$ cat config.mk
export PLATFORM = sky130hd
export DESIGN_NAME = slc_stack_ea
export DESIGN_NICKNAME = d
export VERILOG_FILES = /design/src/inc/slc_pkg.sv /design/src/verilog/slc_seg_check.sv /design/src/verilog/slc_stack_ea.sv
export SDC_FILE = /design/constraint.sdc
export NUM_CORES = 1
export LEC_CHECK = 0
export BUFFER_PORTS_ARGS = -buffer_cell sky130_fd_sc_hd__clkbuf_2
export CORE_AREA = 4 4 180 252
export DETAILED_ROUTE_END_ITERATION = 12
export DIE_AREA = 0 0 184 256
export PLACE_DENSITY = 0.74
export SLEW_MARGIN = 20
export SYNTH_ARGS = -nofsm -noshare
export SYNTH_HDL_FRONTEND = slang
export SYNTH_SLANG_ARGS = --single-unit
$ cat constraint.sdc
create_clock -name ref_clk -period 16.3 [get_ports ref_clk]
set_input_delay 2.445 -clock ref_clk [delete_from_list [all_inputs] [get_ports ref_clk]]
set_output_delay 2.445 -clock ref_clk [all_outputs]
set_load 0.005 [all_outputs]
$ cat src/inc/slc_pkg.sv
/*
  Constants, encodings and the behaviour list for the stack limit and
  effective address check block. Assumes a 16-bit data space, a 24-bit
  program counter and a core that sequences one operand access at a time.
*/
// Behaviour
// (RQ1) Register fifteen is upward-growing stack pointer.
// (RQ2) Push writes then increments; pop decrements first.
// (RQ3) Call push clears counter's top bit.
// (RQ4) Exception push joins status byte to counter.
// (RQ5) Limit bit zero forced zero; reset undefined.
// (RQ6) Stack-pointer addresses compared with limit; code compares only pushes and stack-pointer post-increment accesses.
// (RQ7) Push at limit allowed; next push traps.
// (RQ8) Stack address below boundary traps underflow.
// (RQ9) No stack read right after limit write.
// (RQ10) Boot secure RAM only from boot flash.
// (RQ11) Secure RAM only from secure flash.
// (RQ12) File register direct reaches near data only.
// (RQ13) File ops use register zero; result selectable.
// (RQ14) Move direct reaches the whole data space.
// (RQ15) Three-operand: register base, flexible second source.
// (RQ16) Operand modes: direct, indirect, post, pre, literal.
// (RQ17) Post-modify after use; pre-modify before address.
// (RQ18) Overflow and underflow share one trap request.
package slc_pkg;

  // ==========================================================
  // Widths and fixed values.
  localparam int          DATA_W          = 16;
  localparam int          PC_W            = 24;
  localparam int          NUM_DEFAULT_WORKING_REG        = 16;
  localparam logic [3:0]  SP_INDEX        = 4'hf;
  localparam logic [3:0]  DEFAULT_WORKING_REG_ZERO_INDEX = 4'h0;
  localparam logic [15:0] UNDERFLOW_BOUND = 16'h0800;
  localparam logic [15:0] NEAR_LIMIT      = 16'h2000;
  localparam int          NEAR_ADDR_W     = 13;
  localparam logic [15:0] WORD_STEP       = 16'h0002;
  localparam logic [15:0] SP_RESET        = 16'h0800;
  localparam logic [15:0] DEFAULT_WORKING_REG_RESET      = 16'h0000;
  localparam logic [15:0] LIMIT_RESET     = 16'h0000;

  // ==========================================================
  // Operand addressing modes.
  typedef enum logic [2:0] {
    slc_mode_reg_direct,
    slc_mode_indirect,
    slc_mode_post_inc,
    slc_mode_post_dec,
    slc_mode_pre_inc,
    slc_mode_pre_dec,
    slc_mode_literal,
    slc_mode_file_reg
  } slc_mode_t;

  // Stack operations.
  typedef enum logic [2:0] {
    slc_stk_none,
    slc_stk_push,
    slc_stk_pop,
    slc_stk_call,
    slc_stk_exception
  } slc_stk_t;

  // Engine states.
  typedef enum logic [1:0] {
    slc_st_idle,
    slc_st_pc_high
  } slc_state_t;

endpackage

$ cat src/verilog/slc_seg_check.sv
/*
  One secure RAM segment window check.
  Assumes the window bounds are stable while the enable is high.
*/
`timescale 1ns/1ps
module slc_seg_check
  import slc_pkg::*;
(
  // Segment setup
  input  wire logic              enable,
  input  wire logic [DATA_W-1:0] seg_start,
  input  wire logic [DATA_W-1:0] seg_end,
  input  wire logic              from_owner,
  // Access
  input  wire logic              access,
  input  wire logic [DATA_W-1:0] addr,
  output logic                   violation
);

  // ==========================================================
  // Window compare.
  logic in_window;
  assign in_window = (addr >= seg_start) && (addr <= seg_end);
  assign violation = enable && access && in_window && !from_owner;

endmodule

$ cat src/verilog/slc_stack_ea.sv
/*
  Stack pointer, stack limit and effective address generation with
  stack error and secure RAM checks. Assumes the core presents one
  request per cycle while ready is high and uses the trap outputs in the
  same cycle as the address.
*/
`timescale 1ns/1ps
module slc_stack_ea
  import slc_pkg::*;
(
  // Clock and reset
  input  wire logic              ref_clk,
  input  wire logic              reset,
  // Stack requests
  input  wire slc_stk_t          stk_op,
  input  wire logic [PC_W-1:0]   pc_value,
  input  wire logic [7:0]        status_low_byte,
  input  wire logic [DATA_W-1:0] push_data,
  output logic                   stk_ready,
  // Operand requests
  input  wire logic              opr_valid,
  input  wire slc_mode_t         opr_mode,
  input  wire logic [3:0]        opr_reg,
  input  wire logic [3:0]        base_operand_reg,
  input  wire logic [9:0]        opr_literal,
  input  wire logic              opr_long_literal,
  input  wire logic [NEAR_ADDR_W-1:0] file_addr,
  input  wire logic [DATA_W-1:0] move_addr,
  input  wire logic              move_instruction,
  input  wire logic              multiply_instruction,
  input  wire logic              dest_is_default_working_reg,
  input  wire logic [DATA_W-1:0] pre_offset,
  // Register writes from the core
  input  wire logic              default_working_reg_we,
  input  wire logic [3:0]        default_working_reg_sel,
  input  wire logic [DATA_W-1:0] default_working_reg_wdata,
  input  wire logic              limit_we,
  input  wire logic [DATA_W-1:0] limit_wdata,
  // Secure RAM setup
  input  wire logic              boot_secure_ram_en,
  input  wire logic [DATA_W-1:0] boot_secure_ram_start,
  input  wire logic [DATA_W-1:0] boot_secure_ram_end,
  input  wire logic              exec_in_boot_flash,
  input  wire logic              secure_segment_ram_en,
  input  wire logic [DATA_W-1:0] secure_segment_ram_start,
  input  wire logic [DATA_W-1:0] secure_segment_ram_end,
  input  wire logic              exec_in_secure_flash,
  // Memory side
  output logic                   mem_valid,
  output logic                   mem_write,
  output logic [DATA_W-1:0]      mem_addr,
  output logic [DATA_W-1:0]      mem_wdata,
  // Operand results
  output logic [DATA_W-1:0]      base_value,
  output logic [DATA_W-1:0]      literal_value,
  output logic                   operand_is_literal,
  output logic [3:0]             result_reg,
  output logic                   result_pair,
  output logic [DATA_W-1:0]      stack_pointer,
  output logic [DATA_W-1:0]      stack_limit,
  // Traps
  output logic                   stack_error_trap,
  output logic                   secure_ram_trap
);

  // ==========================================================
  // Register file, limit and state.
  logic [DATA_W-1:0] default_working_reg [NUM_DEFAULT_WORKING_REG];
  logic [DATA_W-1:0] stack_limit_reg;
  logic [DATA_W-1:0] stack_pointer_reg;
  logic [DATA_W-1:0] pc_high_hold;
  slc_state_t        state;

  // (RQ1) Register fifteen pointer.
  assign stack_pointer_reg = default_working_reg[SP_INDEX];
  assign stack_pointer     = stack_pointer_reg;
  assign stack_limit       = stack_limit_reg;
  assign stk_ready         = (state == slc_st_idle);

  // ==========================================================
  // Stack address generation.
  logic              stk_push;
  logic              stk_pop;
  logic              stk_pc;
  logic [DATA_W-1:0] stk_addr;
  logic [DATA_W-1:0] stk_wdata;
  logic [DATA_W-1:0] pc_low;
  logic [DATA_W-1:0] pc_high_call;
  logic [DATA_W-1:0] pc_high_exc;

  assign pc_low       = pc_value[DATA_W-1:0];
  // (RQ3) Call top cleared.
  assign pc_high_call = {8'h00, 1'b0, pc_value[PC_W-2:DATA_W]};
  // (RQ4) Status byte joined.
  assign pc_high_exc  = {status_low_byte, pc_value[PC_W-1:DATA_W]};

  always_comb begin
    stk_push  = 1'b0;
    stk_pop   = 1'b0;
    stk_pc    = 1'b0;
    stk_wdata = push_data;
    if (state == slc_st_pc_high) begin
      stk_push  = 1'b1;
      stk_wdata = pc_high_hold;
    end else begin
      case (stk_op)
        slc_stk_push: begin
          stk_push = 1'b1;
        end
        slc_stk_pop: begin
          stk_pop = 1'b1;
        end
        slc_stk_call, slc_stk_exception: begin
          stk_push  = 1'b1;
          stk_pc    = 1'b1;
          stk_wdata = pc_low;
        end
        default: begin
          stk_push = 1'b0;
        end
      endcase
    end
  end

  // (RQ2) Pop predecrements address.
  assign stk_addr = stk_pop ? (stack_pointer_reg - WORD_STEP) : stack_pointer_reg;

  // ==========================================================
  // Operand address generation.
  logic              opr_ind;
  logic              opr_uses_sp;
  logic [DATA_W-1:0] ptr;
  logic [DATA_W-1:0] opr_addr;
  logic [DATA_W-1:0] next_ptr;
  logic              ptr_update;

  assign ptr = default_working_reg[opr_reg];

  // (RQ16) Operand modes.
  always_comb begin
    opr_ind    = 1'b1;
    opr_addr   = ptr;
    next_ptr   = ptr;
    ptr_update = 1'b0;
    case (opr_mode)
      slc_mode_indirect: begin
        opr_addr = ptr;
      end
      // (RQ17) Post modify after.
      slc_mode_post_inc: begin
        next_ptr   = ptr + WORD_STEP;
        ptr_update = 1'b1;
      end
      slc_mode_post_dec: begin
        next_ptr   = ptr - WORD_STEP;
        ptr_update = 1'b1;
      end
      // (RQ17) Pre modify before.
      slc_mode_pre_inc, slc_mode_pre_dec: begin
        next_ptr   = ptr + pre_offset;
        opr_addr   = next_ptr;
        ptr_update = 1'b1;
      end
      slc_mode_file_reg: begin
        // (RQ14) Move reaches everything.
        if (move_instruction) begin
          opr_addr = move_addr;
        // (RQ12) Near space only.
        end else begin
          opr_addr = {{(DATA_W-NEAR_ADDR_W){1'b0}}, file_addr};
        end
      end
      default: begin
        opr_ind = 1'b0;
      end
    endcase
  end

  assign opr_uses_sp = opr_valid && opr_ind && (opr_mode != slc_mode_file_reg)
                       && (opr_reg == SP_INDEX);

  // ==========================================================
  // Stack error checks.
  logic              any_stk;
  logic [DATA_W-1:0] chk_addr;
  logic              chk_push;
  logic              over;
  logic              under;

  assign any_stk  = stk_push || stk_pop;
  assign chk_addr = any_stk ? stk_addr : opr_addr;
  assign chk_push = stk_push || (opr_uses_sp && (opr_mode == slc_mode_post_inc));
  // (RQ6) Compare with limit.
  // (RQ7) Equal push allowed.
  assign over  = (any_stk || opr_uses_sp) && chk_push && (chk_addr > stack_limit_reg);
  // (RQ8) Underflow boundary check.
  assign under = (any_stk || opr_uses_sp) && (chk_addr < UNDERFLOW_BOUND);
  // (RQ18) Common trap request.
  assign stack_error_trap = over || under;

  // ==========================================================
  // Secure RAM checks.
  logic acc_valid;
  logic boot_bad;
  logic sec_bad;

  assign acc_valid = any_stk || (opr_valid && opr_ind);

  // (RQ10) Boot segment owner.
  slc_seg_check u_boot_seg (
    .enable     (boot_secure_ram_en),
    .seg_start  (boot_secure_ram_start),
    .seg_end    (boot_secure_ram_end),
    .from_owner (exec_in_boot_flash),
    .access     (acc_valid),
    .addr       (chk_addr),
    .violation  (boot_bad)
  );

  // (RQ11) Secure segment owner.
  slc_seg_check u_sec_seg (
    .enable     (secure_segment_ram_en),
    .seg_start  (secure_segment_ram_start),
    .seg_end    (secure_segment_ram_end),
    .from_owner (exec_in_secure_flash),
    .access     (acc_valid),
    .addr       (chk_addr),
    .violation  (sec_bad)
  );

  assign secure_ram_trap = boot_bad || sec_bad;

  // ==========================================================
  // Memory request, blocked on any trap.
  assign mem_valid = acc_valid && !stack_error_trap && !secure_ram_trap;
  assign mem_write = stk_push || (!any_stk && !dest_is_default_working_reg);
  assign mem_addr  = chk_addr;
  assign mem_wdata = stk_wdata;

  // ==========================================================
  // Operand results.
  // (RQ15) Base is register direct.
  assign base_value         = default_working_reg[base_operand_reg];
  assign operand_is_literal = opr_valid && (opr_mode == slc_mode_literal);
  assign literal_value      = opr_long_literal ? {6'h00, opr_literal} : {11'h000, opr_literal[4:0]};
  // (RQ13) Default working register.
  assign result_reg  = (opr_mode == slc_mode_file_reg && !multiply_instruction) ? DEFAULT_WORKING_REG_ZERO_INDEX : opr_reg;
  assign result_pair = multiply_instruction;

  // ==========================================================
  // Call and exception sequence.
  always_ff @(posedge ref_clk or posedge reset) begin
    if (reset) begin
      state        <= slc_st_idle;
      pc_high_hold <= DEFAULT_WORKING_REG_RESET;
    end else begin
      case (state)
        slc_st_idle: begin
          if (stk_pc && !stack_error_trap && !secure_ram_trap) begin
            state        <= slc_st_pc_high;
            pc_high_hold <= (stk_op == slc_stk_exception) ? pc_high_exc : pc_high_call;
          end
        end
        slc_st_pc_high: begin
          state <= slc_st_idle;
        end
        default: begin
          state <= slc_st_idle;
        end
      endcase
    end
  end

  // ==========================================================
  // Limit register.
  always_ff @(posedge ref_clk or posedge reset) begin
    if (reset) begin
      stack_limit_reg <= LIMIT_RESET;
    end else if (limit_we) begin
      // (RQ5) Bit zero forced.
      stack_limit_reg <= {limit_wdata[DATA_W-1:1], 1'b0};
    end
  end

  // ==========================================================
  // Working registers.
  always_ff @(posedge ref_clk or posedge reset) begin
    if (reset) begin
      for (int i = 0; i < NUM_DEFAULT_WORKING_REG; i++) begin
        default_working_reg[i] <= (i == int'(SP_INDEX)) ? SP_RESET : DEFAULT_WORKING_REG_RESET;
      end
    end else begin
      if (default_working_reg_we) begin
        default_working_reg[default_working_reg_sel] <= (default_working_reg_sel == SP_INDEX) ? {default_working_reg_wdata[DATA_W-1:1], 1'b0} : default_working_reg_wdata;
      end
      if (opr_valid && ptr_update && !stack_error_trap && !secure_ram_trap && !any_stk) begin
        default_working_reg[opr_reg] <= next_ptr;
      end
      // (RQ2) Push then increment.
      if (stk_push && !stack_error_trap && !secure_ram_trap) begin
        default_working_reg[SP_INDEX] <= stack_pointer_reg + WORD_STEP;
      end else if (stk_pop && !stack_error_trap && !secure_ram_trap) begin
        default_working_reg[SP_INDEX] <= stk_addr;
      end
    end
  end

endmodule

==> impl_metrics.ini, run 1 <==
[floorplanning]
initial_core_util_pct = 54.4
die_w_um = 184
die_h_um = 256
coreArea_sq_um = 43000
dieArea_sq_um = 47100
io_pins = 337
num_rows = 90

[cells_and_area]
areaGrowthSynthToFinish_pct = 11.9
nets = 2684
layout_commonest_cell = mux2i_1
largest_reg_flops = 240
final_cell_mix = 547 x mux2i_1, 315 x clkbuf_2, 286 x dfrtp_1, 153 x mux4_2, 114 x inv_1
drive_gt1_share_pct = 27.3

[route]
dr.pass1.iters = 6
vias = 19500
vias_per_cell = 6.68
postRouteAntennaNets = 0
route.detailed.drc = 0
wire_per_inst_um = 27.3
initialDrtViolationCount = 2008
wl_mm = 79.6

[clock_tree]
clock-sinks = 288
cts_tree = yes
clkSlewWorstSetupHoldPaths_ps = 60
cts_setup_buffers = 0
postCtsResizedCells = 0
cts_inserted_buffers = 29
holdBufCountCts = 0
ctsHtreeMaxLevel = 1
cts.root.buffer_cell = clkbuf_16
cts.path.max_buffers = 3
clock_latency_ps = 570

[global_route]
grt_pass1_wl_mm = 120
grt_util_all_layers_pct = 32.9
grt_max_degree = 132
overflow = 0
grt_pass1_vias = 20200
antenna_found_initial = 2

[setup_path]
cp_slowest_stage_delay_ps = 740
r2r_setup_slack_ps = 8340
worstSetupStartpointType = input port
worstPathRequired_ps = 13860
arrival_ps = 9940
slowest_stage = a221oi_1
cp-end-kind = primary output
path_max_fanout = 34
worstSetupPathType = input port to primary output
path_cells = buf_4 > buf_4 > mux4_2 > mux4_2 > ha_1 > a21oi_1 > nor3b_1 > a21o_1 > o32a_1 > nand4_1 > nand3b_1 > a31oi_1 > inv_1 > ha_1 > nand4_1 > nor2_1 > o21ai_0 > a21oi_1 > nor3_1 > a221oi_1 > a31oi_4 > o21ai_0 > nor2b_1 > clkbuf_2

[place]
gp_congestion = 0.945
dp_hpwl_mm = 56.6
io_buffer_count = 318

[synthesis]
synth_area_leaders = dfrtp_1 31%, mux2i_1 23%, mux4_2 15%, ha_1 5.9%, inv_1 1.8%
synth-main-ff-cell = dfrtp_1
synth-edff-count = 0
ys_seq_area_share_pct = 30.8
syn_area_per_cell_sq_um = 11.1
synth.distinct_cells = 83
synth_area_sq_um = 23400
yosysTopAreaCell = dfrtp_1
ys_ff_latch = 288
synthArstFlopShare_pct = 100
postSynthCellCount = 2109
synth_top_area_share_pct = 30.7
synth_warnings = 0

[timing]
finClkSkew_ps = 12.2
drv_slew = 0
finalCritPeriodShare_pct = 76.0
finalSetupViolCount = 0
min_period_ps = 12380
fin_tns_setup_ps = 0
final_hold_viol_count = 0
relSlewSlack_pct = 28.5
rsz0062_at_grt = false
fmax_mhz = 80.8
holdWs_ps = 508
tightest_slew_ps = 1070

[power]
peakVddDrop_v = 0.0000760
total_power_uw = 3400
p_per_area_nw_per_um2 = 130
p_leak_uw = 0.0119

[worst_hold_path]
min_path_type = register to register

[flow_run]
drv_cap = 0

[status]
status = finished clean
==> final cells by class <==
cell class,instances,area (sq um)
antenna,2,5.00
clock inverter,7,70.1
sequential,288,7210
clock buffer,45,856
inverter,116,443
tap,552,691
multi-input combinational,1523,14800
timing repair buffer,383,2090
fill,3545,16800
==> cell usage after synthesis, types with 15 or more instances <==
library cell	count
mux4_2	153
xnor2_1	17
dfrtp_1	287
nand3_1	24
a31oi_1	15
nand2_1	94
o21ai_0	79
mux2i_1	548
nand4_1	19
a211oi_1	19
mux2_2	17
a21oi_1	85
a21o_1	22
nor3_1	15
ha_1	111
nor2_1	74
xor2_1	16
nand2b_1	20
buf_1	17
or3_1	15
buf_4	39
clkbuf_1	107
inv_1	115
==> final timing paths <==
kind	start	to	cells after the start
setup / recovery	opr_reg[0]	mem_valid	24
hold / removal	pc_high_hold[2]	pc_high_hold[2]	1
setup reg to reg	stack_pointer[0]	default_working_reg[229]	27
hold reg to reg	pc_high_hold[2]	pc_high_hold[2]	1
max in group asynchronous	reset	stack_limit[2]	3
min in group asynchronous	reset	default_working_reg[156]	2
==> worst max-delay path, delay by kind of cell <==
kind | cells | cell delay [ps]
mux | 2 | 1220
fa+ha+maj | 2 | 790
simple gates | 7 | 1200
buf+inv | 4 | 1440
compound gates | 9 | 2780
==> routing by layer <==
metal | global-route usage, % | vias up | wire length [um]
met4 | 23.7 | 0 | 6980
li1 | - | 8342 | -
met1 | 37.7 | 9593 | 26900
met2 | 54.6 | 1164 | 38700
met3 | 5.99 | 367 | 6990
met5 | 0 | - | 0
==> metrics by stage <==
step	setup WS, ps	instances	cell area, sq um	util, %
floorplan	5690	2115	23400	-
global placement	4060	2862	25200	58.7
detailed placement	4090	2862	25200	58.7
CTS	4050	2914	26200	60.8
global route	3470	2916	26200	60.9
finish	3920	2916	26200	60.9
==> logic make-up after synthesis <==
logic type	share of synthesized area [%]
AOI/OAI and AO/OA	8.44
xor gates and xnor gates	1.24
adders and majority gates	6.11
buffers and inverters	6.16
DFF	30.8
muxes	39.0
other	0.0160
and+or+nand+nor	8.23
==> power breakdown <==
part | total [uW] | internal [uW] | leakage, uW | switching [uW]
logic | 1560 | 729 | 0.00794 | 833
registers | 1170 | 945 | 0.00354 | 221
clock network | 670 | 375 | 0.000453 | 294
total | 3400 | 2050 | 0.0119 | 1350
Power figures use the tool's default switching activity.
==> run 2, diff against run 1 <==
--- a/config.mk
+++ b/config.mk
@@ -5,11 +5,12 @@
 export SDC_FILE = /design/constraint.sdc
 export NUM_CORES = 1
 export LEC_CHECK = 0
+export ABC_AREA = 1
 export BUFFER_PORTS_ARGS = -buffer_cell sky130_fd_sc_hd__clkbuf_2
-export CORE_AREA = 4 4 180 252
+export CORE_AREA = 4 4 186 260
 export DETAILED_ROUTE_END_ITERATION = 12
-export DIE_AREA = 0 0 184 256
-export PLACE_DENSITY = 0.74
+export DIE_AREA = 0 0 190 264
+export PLACE_DENSITY = 0.76
 export SLEW_MARGIN = 20
 export SYNTH_ARGS = -nofsm -noshare
 export SYNTH_HDL_FRONTEND = slang
==> constraint.sdc (replaced) <==
create_clock -name ref_clk -period 11.1 [get_ports ref_clk]
set_input_delay 1.665 -clock ref_clk [delete_from_list [all_inputs] [get_ports ref_clk]]
set_output_delay 1.665 -clock ref_clk [all_outputs]
set_load 0.005 [all_outputs]
==> run 2 against run 1 <==
Clock skew up 2.6 ps. Largest cell class unchanged. Final cell count grew 57%. Via count up 39%. Routed wire length rose by 17%. Critical endpoint unchanged. First-iteration DRC count is 54% higher. Design area increased by 4.0%.
==> impl_metrics.ini, run 2 <==
[worst_hold_path]
min_path_type = register to register

[timing]
holdWs_ps = 481
finalSetupViolCount = 0
finalCritPeriodShare_pct = 90.5
relSlewSlack_pct = 23.2
worst_slack_ps = 1050
final_hold_viol_count = 0
drv_slew = 0
finClkSkew_ps = 14.8
fin_tns_setup_ps = 0
min_period_ps = 10050
rsz0062_at_grt = false
fmax_mhz = 99.5
tightest_slew_ps = 1140

[global_route]
grt_util_all_layers_pct = 35.4
grt_max_degree = 99
grt_pass1_vias = 25400
gr-usage-met2_pct = 58.4
antenna_found_initial = 1
use_met1_pct = 42.0
overflow = 0
grt_pass1_wl_mm = 142
grt_util_met3_pct = 5.83
busiest_layer = met2

[synthesis]
synth-main-ff-cell = dfrtp_1
synth_area_sq_um = 24700
synth_warnings = 0
syn_area_per_cell_sq_um = 6.51
postSynthCellCount = 3788
synthArstFlopShare_pct = 100
ys_ff_latch = 288
synth-edff-count = 0
synth_top_area_share_pct = 29.1
yosysMostFrequentCell = nand2_1
synth_common_cells = 918 x nand2_1, 531 x o21ai_0, 428 x nor2_1, 353 x inv_1, 320 x a21oi_1
yosysTopAreaCell = dfrtp_1
synth.distinct_cells = 62
ys_seq_area_share_pct = 29.2
synth_area_leaders = dfrtp_1 29%, nand2_1 14%, o21ai_0 11%, nor2_1 6.5%, a21oi_1 6.5%

[status]
status = finished clean

[route]
wire_per_inst_um = 20.4
wl_mm = 93.3
postRouteAntennaNets = 0
dr.pass1.iters = 6
vias_per_cell = 5.92
route.detailed.drc = 0
vias = 27100
initialDrtViolationCount = 3094

[cells_and_area]
ff_latch_area_sq_um = 7210
multi_input_area_sq_um = 14700
nets = 4284
largest_reg_flops = 240
nFillCells = 4488
final_cell_mix = 918 x nand2_1, 531 x o21ai_0, 417 x nor2_1, 351 x inv_1, 320 x a21oi_1
areaGrowthSynthToFinish_pct = 10.5
fin_cells = 4580
n_antenna_cell = 0
layout_commonest_cell = nand2_1
drive_gt1_share_pct = 14.8

[clock_tree]
clock_latency_ps = 590
cts.path.max_buffers = 3
holdBufCountCts = 0
postCtsResizedCells = 0
clkSlewWorstSetupHoldPaths_ps = 60
cts_setup_buffers = 0
clock-sinks = 288
cts_tree = yes
cts.root.buffer_cell = clkbuf_16
ctsHtreeMaxLevel = 1
cts_inserted_buffers = 30

[place]
gp_congestion = 1.01
dp_slack_ps = 1170
dpl.cell_count = 4526
dp_hpwl_mm = 67.3
io_buffer_count = 318

[power]
peakVddDrop_v = 0.000136
p_leak_uw = 0.0139
total_power_uw = 5330
p_per_area_nw_per_um2 = 196

[setup_path]
cp-end-kind = primary output
worstSetupStartpointType = input port
cp_slowest_stage_delay_ps = 500
worstPathRequired_ps = 9440
path_max_fanout = 19
cp_common_cell = nand2_1
r2r_setup_slack_ps = 3720
slowest_stage = a211oi_1
worstSetupPathType = input port to primary output
arrival_ps = 8380

[flow_run]
drv_cap = 0

[floorplanning]
coreArea_sq_um = 46000
num_rows = 93
io_pins = 337
die_w_um = 190
initial_core_util_pct = 53.7
die_h_um = 264
dieArea_sq_um = 50200
-- run 2: final cells by class --
type                       count  area share [%]
tap                          617            2.83
clock inverter                 5           0.207
sequential                   288            26.5
clock buffer                  49            3.46
multi-input combinational   2855            53.9
timing repair buffer         389            7.91
inverter                     377            5.23
-- run 2: cell families (layout without fill, tap and decap cells) --
| kind of cell | after synthesis | in the layout | synth area share, % |
|---|---|---|---|
| simple gates | 1574 | 1574 | 26.4 |
| compound gates | 1139 | 1139 | 26.1 |
| buf+inv | 651 | 820 | 11.6 |
| flops | 288 | 288 | 29.2 |
| fa+ha+maj | 113 | 113 | 5.79 |
| xor+xnor | 21 | 21 | 0.746 |
| other cells | 1 | 7 | 0.0152 |
| mux | 1 | 1 | 0.0457 |
-- run 2: where the power goes --
part           internal [uW]  switching [uW]  leakage (uW)
logic                    938            1630        0.0101
clock network            600             454      0.000490
registers               1420             286       0.00326
-- run 2: path summary, 6_finish.rpt --
kind / cells after the start / from / endpoint
worst max-delay path: 30 / opr_reg[0] / mem_valid
worst min-delay path: 2 / pc_high_hold[1] / pc_high_hold[1]
worst max register to register: 29 / stack_pointer[9] / pc_high_hold[1]
worst min register to register: 2 / pc_high_hold[1] / pc_high_hold[1]
max in group asynchronous: 3 / reset / default_working_reg[49]
min in group asynchronous: 2 / reset / default_working_reg[234]
-- run 2: critical path, delay by kind of cell --
kind                       cells  cell delay, ps
AOI/OAI and AO/OA              7            2040
adders and majority gates      2             710
buffers and inverters          5            1240
and+or+nand+nor               16            2690
-- run 2: routing by layer --
| metal | vias to the layer above | wire (um) |
|---|---|---|
| met5 | - | 12 |
| met4 | 2 | 7540 |
| met1 | 12200 | 33200 |
| met3 | 395 | 9530 |
| met2 | 1670 | 43000 |
| li1 | 12800 | - |
-- run 2: through the flow --
stage | cell area [sq um] | utilization (%)
after floorplan | 24700 | -
after global placement | 26200 | 57.1
after detailed placement | 26200 | 57.1
after CTS | 27200 | 59.3
after global routing | 27200 | 59.3
final | 27200 | 59.3
